==> config.mk <==
export PLATFORM = sky130hd
export DESIGN_NAME = tce_unit
export DESIGN_NICKNAME = d
export VERILOG_FILES = /design/src/design/tce_pkg.sv /design/src/design/tce_unit.sv
export SDC_FILE = /design/constraint.sdc
export NUM_CORES = 1
export LEC_CHECK = 0
export BUFFER_PORTS_ARGS = -buffer_cell sky130_fd_sc_hd__buf_2
export CAP_MARGIN = 20
export CORE_ASPECT_RATIO = 0.8
export CORE_UTILIZATION = 30
export CTS_BUF_LIST = sky130_fd_sc_hd__clkbuf_16
export DETAILED_ROUTE_END_ITERATION = 8
export PLACE_DENSITY = 0.57
export SLEW_MARGIN = 20
export SYNTH_ARGS = -nofsm -noshare
export SYNTH_HDL_FRONTEND = slang
export SYNTH_SLANG_ARGS = --single-unit
==> constraint.sdc <==
create_clock -name clk -period 1.89 [get_ports clk]
set_clock_uncertainty 0.05 [all_clocks]
set_input_delay 0.2835 -clock clk [delete_from_list [all_inputs] [get_ports clk]]
set_output_delay 0.2835 -clock clk [all_outputs]
set_load 0.01 [all_outputs]
==> src/design/tce_pkg.sv <==
package tce_pkg;

  localparam logic [7:0] TCE_OFF_CTRL   = 8'h00;
  localparam logic [7:0] TCE_OFF_CMP_LO = 8'h04;
  localparam logic [7:0] TCE_OFF_CMP_HI = 8'h08;
  localparam logic [7:0] TCE_OFF_STATUS = 8'h0C;
  localparam logic [7:0] TCE_OFF_MASK   = 8'h10;
  localparam logic [7:0] TCE_OFF_TIMER  = 8'h14;

  localparam int TCE_MODE_LSB = 0;
  localparam int TCE_DUTY_LSB = 4;
  localparam int TCE_OCFG_LSB = 6;

  localparam int TCE_EV_MATCH = 0;
  localparam int TCE_EV_TRIG  = 1;
  localparam int TCE_NUM_EV   = 2;

  localparam logic [7:0]  TCE_CTRL_RST   = 8'h00;
  localparam logic [7:0]  TCE_CMP_RST    = 8'h00;
  localparam logic [1:0]  TCE_EV_RST     = 2'h0;
  localparam logic [31:0] TCE_RDATA_RST  = 32'h0000_0000;

  typedef enum logic [3:0] {
    TCE_MODE_OFF    = 4'b0000,
    TCE_MODE_TOGGLE = 4'b0010,
    TCE_MODE_SET    = 4'b1000,
    TCE_MODE_CLEAR  = 4'b1001,
    TCE_MODE_SWINT  = 4'b1010,
    TCE_MODE_TRIG   = 4'b1011
  } tce_mode_t;

  typedef struct packed {
    logic [1:0] out_cfg;
    logic [1:0] duty_low_bits;
    logic [3:0] unit_mode_select;
  } tce_ctrl_t;

  typedef struct packed {
    logic [7:0] compare_high_byte;
    logic [7:0] compare_low_byte;
  } tce_cmp_t;

endpackage

==> src/design/tce_unit.sv <==
// Decided for this implementation: the register addresses and register access over APB.
`timescale 1ns/1ns
module tce_unit
  import tce_pkg::*;
#(
  parameter bit ENHANCED = 1'b1
) (
  input  wire logic        clk,
  input  wire logic        nrst,
  input  wire logic        psel,
  input  wire logic        penable,
  input  wire logic        pwrite,
  input  wire logic [7:0]  paddr,
  input  wire logic [31:0] pwdata,
  input  wire logic [3:0]  pstrb,
  output logic      [31:0] prdata,
  output logic             pready,
  output logic             pslverr,
  input  wire logic [15:0] timer_count,
  input  wire logic        timer_tick,
  input  wire logic        timer_async_mode,
  input  wire logic        adc_enable,
  input  wire logic        sleep_mode,
  output logic             trigger_event,
  output logic             timer_clear,
  output logic             adc_start,
  output logic             unit_output_pin,
  output logic             unit_output_pin_oe,
  output logic             irq
);

  typedef enum logic [0:0] {
    TCE_RST_IDLE  = 1'b0,
    TCE_RST_ARMED = 1'b1
  } tce_rst_state_t;

  tce_ctrl_t      ctrl_q;
  tce_cmp_t       cmp_q;
  logic [1:0]     status_q;
  logic [1:0]     mask_q;
  logic [1:0]     ev_set;
  logic [1:0]     ev_clr;
  logic           eq;
  logic           eq_q;
  logic           match_evt;
  logic           latch_q;
  tce_rst_state_t rst_q;
  logic           access;
  logic           wr;
  logic           mapped;
  logic [31:0]    rdata;

  // Pin is driven only in the three output modes
  function automatic logic drives_pin(input logic [3:0] m);
    return (m == TCE_MODE_TOGGLE) || (m == TCE_MODE_SET) || (m == TCE_MODE_CLEAR);
  endfunction

  function automatic logic is_reg(input logic [7:0] a, input logic [7:0] off);
    return a == off;
  endfunction

  // APB: one wait state, so every answer comes from a flip-flop
  assign access = psel && penable && !pready;
  assign wr     = access && pwrite;
  assign mapped = is_reg(paddr, TCE_OFF_CTRL) || is_reg(paddr, TCE_OFF_CMP_LO)
               || is_reg(paddr, TCE_OFF_CMP_HI) || is_reg(paddr, TCE_OFF_STATUS)
               || is_reg(paddr, TCE_OFF_MASK) || is_reg(paddr, TCE_OFF_TIMER);

  always_comb begin
    rdata = TCE_RDATA_RST;
    unique case (paddr)
      TCE_OFF_CTRL:   rdata[7:0] = ctrl_q;
      TCE_OFF_CMP_LO: rdata[7:0] = cmp_q.compare_low_byte;
      TCE_OFF_CMP_HI: rdata[7:0] = cmp_q.compare_high_byte;
      TCE_OFF_STATUS: rdata[1:0] = status_q;
      TCE_OFF_MASK:   rdata[1:0] = mask_q;
      TCE_OFF_TIMER:  rdata[15:0] = timer_count;
      default:        rdata = TCE_RDATA_RST;
    endcase
  end

  always_ff @(posedge clk or negedge nrst) begin
    if (!nrst) begin
      pready  <= 1'b0;
      pslverr <= 1'b0;
      prdata  <= TCE_RDATA_RST;
    end else begin
      pready  <= access;
      pslverr <= access && !mapped;
      prdata  <= (access && !pwrite) ? rdata : TCE_RDATA_RST;
    end
  end

  // Control register; output config bits exist on enhanced units only
  always_ff @(posedge clk or negedge nrst) begin
    if (!nrst) begin
      ctrl_q <= TCE_CTRL_RST;
    end else if (wr && is_reg(paddr, TCE_OFF_CTRL) && pstrb[0]) begin
      ctrl_q.unit_mode_select <= pwdata[TCE_MODE_LSB +: 4];
      ctrl_q.duty_low_bits    <= pwdata[TCE_DUTY_LSB +: 2];
      ctrl_q.out_cfg          <= ENHANCED ? pwdata[TCE_OCFG_LSB +: 2] : 2'h0;
    end
  end

  always_ff @(posedge clk or negedge nrst) begin
    if (!nrst) begin
      cmp_q <= {TCE_CMP_RST, TCE_CMP_RST};
    end else begin
      if (wr && is_reg(paddr, TCE_OFF_CMP_LO) && pstrb[0]) begin
        cmp_q.compare_low_byte <= pwdata[7:0];
      end
      if (wr && is_reg(paddr, TCE_OFF_CMP_HI) && pstrb[0]) begin
        cmp_q.compare_high_byte <= pwdata[7:0];
      end
    end
  end

  always_ff @(posedge clk or negedge nrst) begin
    if (!nrst) begin
      mask_q <= TCE_EV_RST;
    end else if (wr && is_reg(paddr, TCE_OFF_MASK) && pstrb[0]) begin
      mask_q <= pwdata[1:0];
    end
  end

  // Match detection on the system clock; no match while asleep, async timer gives no guarantee
  assign eq        = (cmp_q == timer_count);
  assign match_evt = eq && !eq_q && !sleep_mode
                  && (ctrl_q.unit_mode_select != TCE_MODE_OFF);

  always_ff @(posedge clk or negedge nrst) begin
    if (!nrst) begin
      eq_q <= 1'b0;
    end else begin
      eq_q <= eq;
    end
  end

  assign ev_set[TCE_EV_MATCH] = match_evt;
  assign ev_set[TCE_EV_TRIG]  = match_evt && ctrl_q.unit_mode_select == TCE_MODE_TRIG;
  assign ev_clr = (wr && is_reg(paddr, TCE_OFF_STATUS) && pstrb[0]) ? pwdata[1:0] : 2'h0;

  // Sticky flags; a new event beats a same-cycle clear
  generate
    for (genvar i = 0; i < TCE_NUM_EV; i++) begin : g_ev
      always_ff @(posedge clk or negedge nrst) begin
        if (!nrst) begin
          status_q[i] <= 1'b0;
        end else if (ev_set[i]) begin
          status_q[i] <= 1'b1;
        end else if (ev_clr[i]) begin
          status_q[i] <= 1'b0;
        end
      end
    end
  endgenerate

  always_ff @(posedge clk or negedge nrst) begin
    if (!nrst) begin
      irq <= 1'b0;
    end else begin
      irq <= |(status_q & mask_q);
    end
  end

  // Compare output latch: same edge as the flag, forced low when control is zero
  always_ff @(posedge clk or negedge nrst) begin
    if (!nrst) begin
      latch_q <= 1'b0;
    end else if (ctrl_q == TCE_CTRL_RST) begin
      latch_q <= 1'b0;
    end else if (match_evt) begin
      unique case (ctrl_q.unit_mode_select)
        TCE_MODE_TOGGLE: latch_q <= !latch_q;
        TCE_MODE_SET:    latch_q <= 1'b1;
        TCE_MODE_CLEAR:  latch_q <= 1'b0;
        default:         latch_q <= latch_q;
      endcase
    end
  end

  always_ff @(posedge clk or negedge nrst) begin
    if (!nrst) begin
      unit_output_pin    <= 1'b0;
      unit_output_pin_oe <= 1'b0;
    end else begin
      unit_output_pin    <= latch_q;
      unit_output_pin_oe <= drives_pin(ctrl_q.unit_mode_select);
    end
  end

  // Trigger output follows the match edge directly, not the timer clock
  always_ff @(posedge clk or negedge nrst) begin
    if (!nrst) begin
      trigger_event <= 1'b0;
      adc_start     <= 1'b0;
    end else begin
      trigger_event <= ev_set[TCE_EV_TRIG];
      adc_start     <= ev_set[TCE_EV_TRIG] && adc_enable;
    end
  end

  // Timer reset waits for the timer's next tick and is dropped if the match goes
  always_ff @(posedge clk or negedge nrst) begin
    if (!nrst) begin
      rst_q       <= TCE_RST_IDLE;
      timer_clear <= 1'b0;
    end else begin
      timer_clear <= 1'b0;
      unique case (rst_q)
        TCE_RST_IDLE: begin
          if (ev_set[TCE_EV_TRIG] && !timer_async_mode) begin
            rst_q <= TCE_RST_ARMED;
          end
        end
        TCE_RST_ARMED: begin
          if (!eq || ctrl_q.unit_mode_select != TCE_MODE_TRIG) begin
            rst_q <= TCE_RST_IDLE;
          end else if (timer_tick) begin
            timer_clear <= 1'b1;
            rst_q       <= TCE_RST_IDLE;
          end
        end
      endcase
    end
  end

endmodule

==> PnR_summary.wiki <==
{| class="wikitable"
! Metric !! Value
|-
| Fraction of registers with async set/reset || 100%
|-
| Final Total Pwr || 2.29 mW
|-
| Most frequent cells in the layout || sky130_fd_sc_hd__buf_2 (64), sky130_fd_sc_hd__dfrtp_1 (55), sky130_fd_sc_hd__buf_4 (31), sky130_fd_sc_hd__mux2_2 (25)
|-
| Fmax || 0.528 GHz
|-
| Critical path's largest stage delay || 0.53 ns
|-
| Clock buffers created by TritonCTS || 5
|-
| Yosys warns || 0
|-
| Pre-CTS setup slack || -0.362 ns
|-
| Register Area || 1380 um^2
|-
| Area used by multi-input combinational logic || 1300 um^2
|-
| EDFF count, synth || 0
|-
| PD cells || 641 nW/um^2
|-
| First-pass GRT wire length || approximately 10000 um
|-
| Clock H-tree levels || 2
|-
| Setup repair after global routing missed its margin || yes
|-
| Via count of the first global-routing pass || between 1500 and 2000
|-
| # diodes || 0
|-
| Count of antenna-violating nets left after detailed routing || 0
|-
| Largest fanout on the critical path || 8
|-
| Post-CTS clock slew at the launch and capture registers of the worst setup and hold paths || 0.07 ns
|-
| Type of the worst min-delay path || primary input to flip-flop
|-
| Global-route usage over all layers || 14.5%
|-
| Die Footprint || 9350 um^2
|-
| Launching element type of the critical path || primary input
|-
| Required time of the worst setup path || 2.01 ns
|-
| Total clock sinks || 55
|-
| Termination of the worst setup path || ctrl_q[0]
|-
| Total via count after detailed routing || slightly above 2000
|-
| Cell at the slowest stage of the critical path || sky130_fd_sc_hd__or4_4
|-
| Final Wtd Congestion || 0.785
|-
| Cell Area, Synth || 2690 um^2
|-
| Chip Height || 86.7 um
|-
| First drt pass iteration count || 4
|-
| Average vias per placed instance || about 4.6
|-
| Hold violation total from the final report || 0
|-
| Worst VDD drop || around 0.35 mV
|-
| Critical register-to-register path endpoint || ctrl_q[0]
|-
| CP endpoint kind || flip-flop
|-
| Layout overhead on the synthesized area || 33.0%
|-
| Total wirelength of the detailed-routed design || 6500 um
|-
| Maximum buffer depth of the clock tree || 2
|-
| Avg Cell Area, Syn || 11.7 um^2
|-
| Die width || about 110 um
|-
| Fillers || roughly 840
|-
| Status || complete, but fails checks
|-
| Slew at the pin closest to its max-slew limit || 0.507 ns
|-
| Number of max-cap violations || 0
|-
| Synthesized instance count || 229
|-
| Critical Path Start || paddr[7]
|-
| Register-to-register setup slack || approximately 0.060 ns
|-
| Number of antenna violations at the first check in global routing || 1
|-
| Root cell of the clock tree || sky130_fd_sc_hd__clkbuf_16
|-
| Classification of the worst setup path || primary input to flip-flop
|-
| Post-DP HPWL || 5010 um
|-
| Arrival time at the worst endpoint || 2.02 ns
|-
| Most common cell after layout, fill and taps aside || sky130_fd_sc_hd__buf_2
|-
| Detail-routed net length per standard cell || 14.8 um
|-
| Main flop type after synthesis || sky130_fd_sc_hd__dfrtp_1
|-
| Hold path start || adc_enable
|-
| Cell taking the most area after synthesis || sky130_fd_sc_hd__dfrtp_1
|-
| Row count || 30
|-
| Share of cells above drive strength 1 || between 40% and 50%
|-
| Iteration-0 DRC Markers || 72
|-
| Fraction of the yosys area taken by sequential cells || 51.2%
|-
| List of cells traversed by the critical path || buf_6 > or4_4 > or2_4 > nor3_4 > nor3b_4 > buf_12 > mux2_2
|-
| Count of distinct cell types in the synthesized netlist || 42
|-
| Max-slew violation count || 0
|-
| Final setup violation count || 1
|-
| Drc violations || 0
|-
| Top cells by area, synth || sky130_fd_sc_hd__dfrtp_1 (51%), sky130_fd_sc_hd__mux2_2 (12%), sky130_fd_sc_hd__xor2_1 (5.2%), sky130_fd_sc_hd__buf_4 (4.5%), sky130_fd_sc_hd__and2_1 (3.5%)
|-
| Reg2reg start || pready
|-
| Fraction of the cycle the final worst path needs || 100%
|-
| Count of input and output buffers || 65
|-
| Setup WS post-layout || -0.00489 ns
|-
| Proportion of netlist area held by the largest area contributor || 51.2%
|-
| Number of nets in the layout || 395
|-
| Remaining Overflow, GRT || 0
|-
| Worst reg-to-reg path cell count || 6
|-
| Clk Latency, worst-skew pair || 0.29 ns
|-
| Maximum number of pins on one net before global-route repair || 23
|-
| Failing checks || setup timing
|-
| Post-synthesis sequential element count || 55
|-
| CORE AREA || 8600 um^2
|-
| CTS tree || built
|-
| I/O pin total || 109
|-
| Leakage power total || around 1.9 nW
|-
| Worst-case headroom to the max-slew limit || 66.2%
|-
| Starting utilization of the core area || between 30% and 40%
|-
| Hold-critical path depth || 2
|-
| Post-layout minimum cycle time || 1.89 ns
|}
## kinds of logic after synthesis
logic type                Yosys count  share of synthesized area, %
xor gates and xnor gates           17                          5.53
and+or+nand+nor                    65                          14.4
DFF                                55                          51.2
buffers and inverters              26                          6.14
muxes                              37                          15.1
AOI/OAI and AO/OA                  28                          7.53
other                               1                         0.139
## synthesized netlist by cell type, types with 2 or more instances
library cell	n
sky130_fd_sc_hd__buf_4	16
sky130_fd_sc_hd__nand2_1	7
sky130_fd_sc_hd__nand2b_1	2
sky130_fd_sc_hd__nor2b_1	3
sky130_fd_sc_hd__mux2i_1	9
sky130_fd_sc_hd__dfrtp_1	55
sky130_fd_sc_hd__inv_1	2
sky130_fd_sc_hd__a21oi_1	3
sky130_fd_sc_hd__clkbuf_1	5
sky130_fd_sc_hd__a21boi_0	2
sky130_fd_sc_hd__or4_1	2
sky130_fd_sc_hd__buf_1	2
sky130_fd_sc_hd__nor4_1	7
sky130_fd_sc_hd__mux2_2	28
sky130_fd_sc_hd__nand3_1	2
sky130_fd_sc_hd__a22oi_1	9
sky130_fd_sc_hd__o22ai_1	7
sky130_fd_sc_hd__and2_1	15
sky130_fd_sc_hd__and3b_1	2
sky130_fd_sc_hd__xor2_1	16
sky130_fd_sc_hd__nor2_1	11
sky130_fd_sc_hd__nor3_1	4
## how the worst min path moves through the flow
stage	to	slack, ns
final	adc_start	0.14
after global routing	adc_start	0.14
after CTS	adc_start	0.14
after detailed placement	prdata[4]	0.24
after global placement	prdata[6]	0.24
after floorplan	adc_start	-0.06
## routing by layer
| metal | global-route usage (%) | vias up | wire length, um | part of all wire (%) |
|---|---|---|---|---|
| li1 | - | 981 | - | - |
| met5 | 0 | - | 11 | 0.17 |
| met1 | 20.7 | 977 | 3230 | 50 |
| met4 | 3.36 | 2 | 49 | 0.75 |
| met2 | 21.6 | 52 | 2860 | 44 |
| met3 | 4.14 | 6 | 357 | 5.5 |
## power by group
part           total, mW  internal, mW  switching, mW
registers           1.19          1.18        0.00389
logic              0.207        0.0850          0.122
clock network      0.899         0.485          0.414
total               2.29          1.75          0.539
## critical path: cells and delay by family
kind	cells	cell delay [ns]
buffers and inverters	2	0.25
multiplexers	1	0.33
AND/OR/NAND/NOR	4	1.15
## stage by stage
stage	hold slack, ns	cells	util, %	cell area (um^2)	TNS (ns)
finish	0.142	439	41.6	3580	-0.00489
global route	0.136	439	41.6	3580	-0.199
CTS	0.142	438	40.4	3470	-0.161
detailed placement	0.239	428	38.6	3310	-10.26
global placement	0.242	428	38.6	3310	-9.66
floorplan	-0.0621	244	-	2750	-3.96
## layout make-up
| cell class | instances | share of cell area [%] |
|---|---|---|
| flip-flops and latches | 55 | 38.5 |
| inverters | 2 | 0.210 |
| clock buffers | 5 | 3.50 |
| clock inverters | 3 | 0.455 |
| well taps | 112 | 3.92 |
| repair buffers | 99 | 17.2 |
| multi-input cells | 163 | 36.3 |
## state kept, by name, summed over array words and instances, names as in the netlist, 2 cells and up
signal	cells
cmp_q	16
ctrl_q	8
mask_q	2
prdata	16
status_q	2
## repair_timing
action / in CTS / in global routing
endpoints found under the hold margin: 20 / 0
pin swaps: 2 / 3
setup buffers: 1 / 1
endpoints found under the setup margin: 17 / 31
gates resized for setup: 0 / 18
hold buffers: 1 / 0
(Power assumes the default switching activity.)
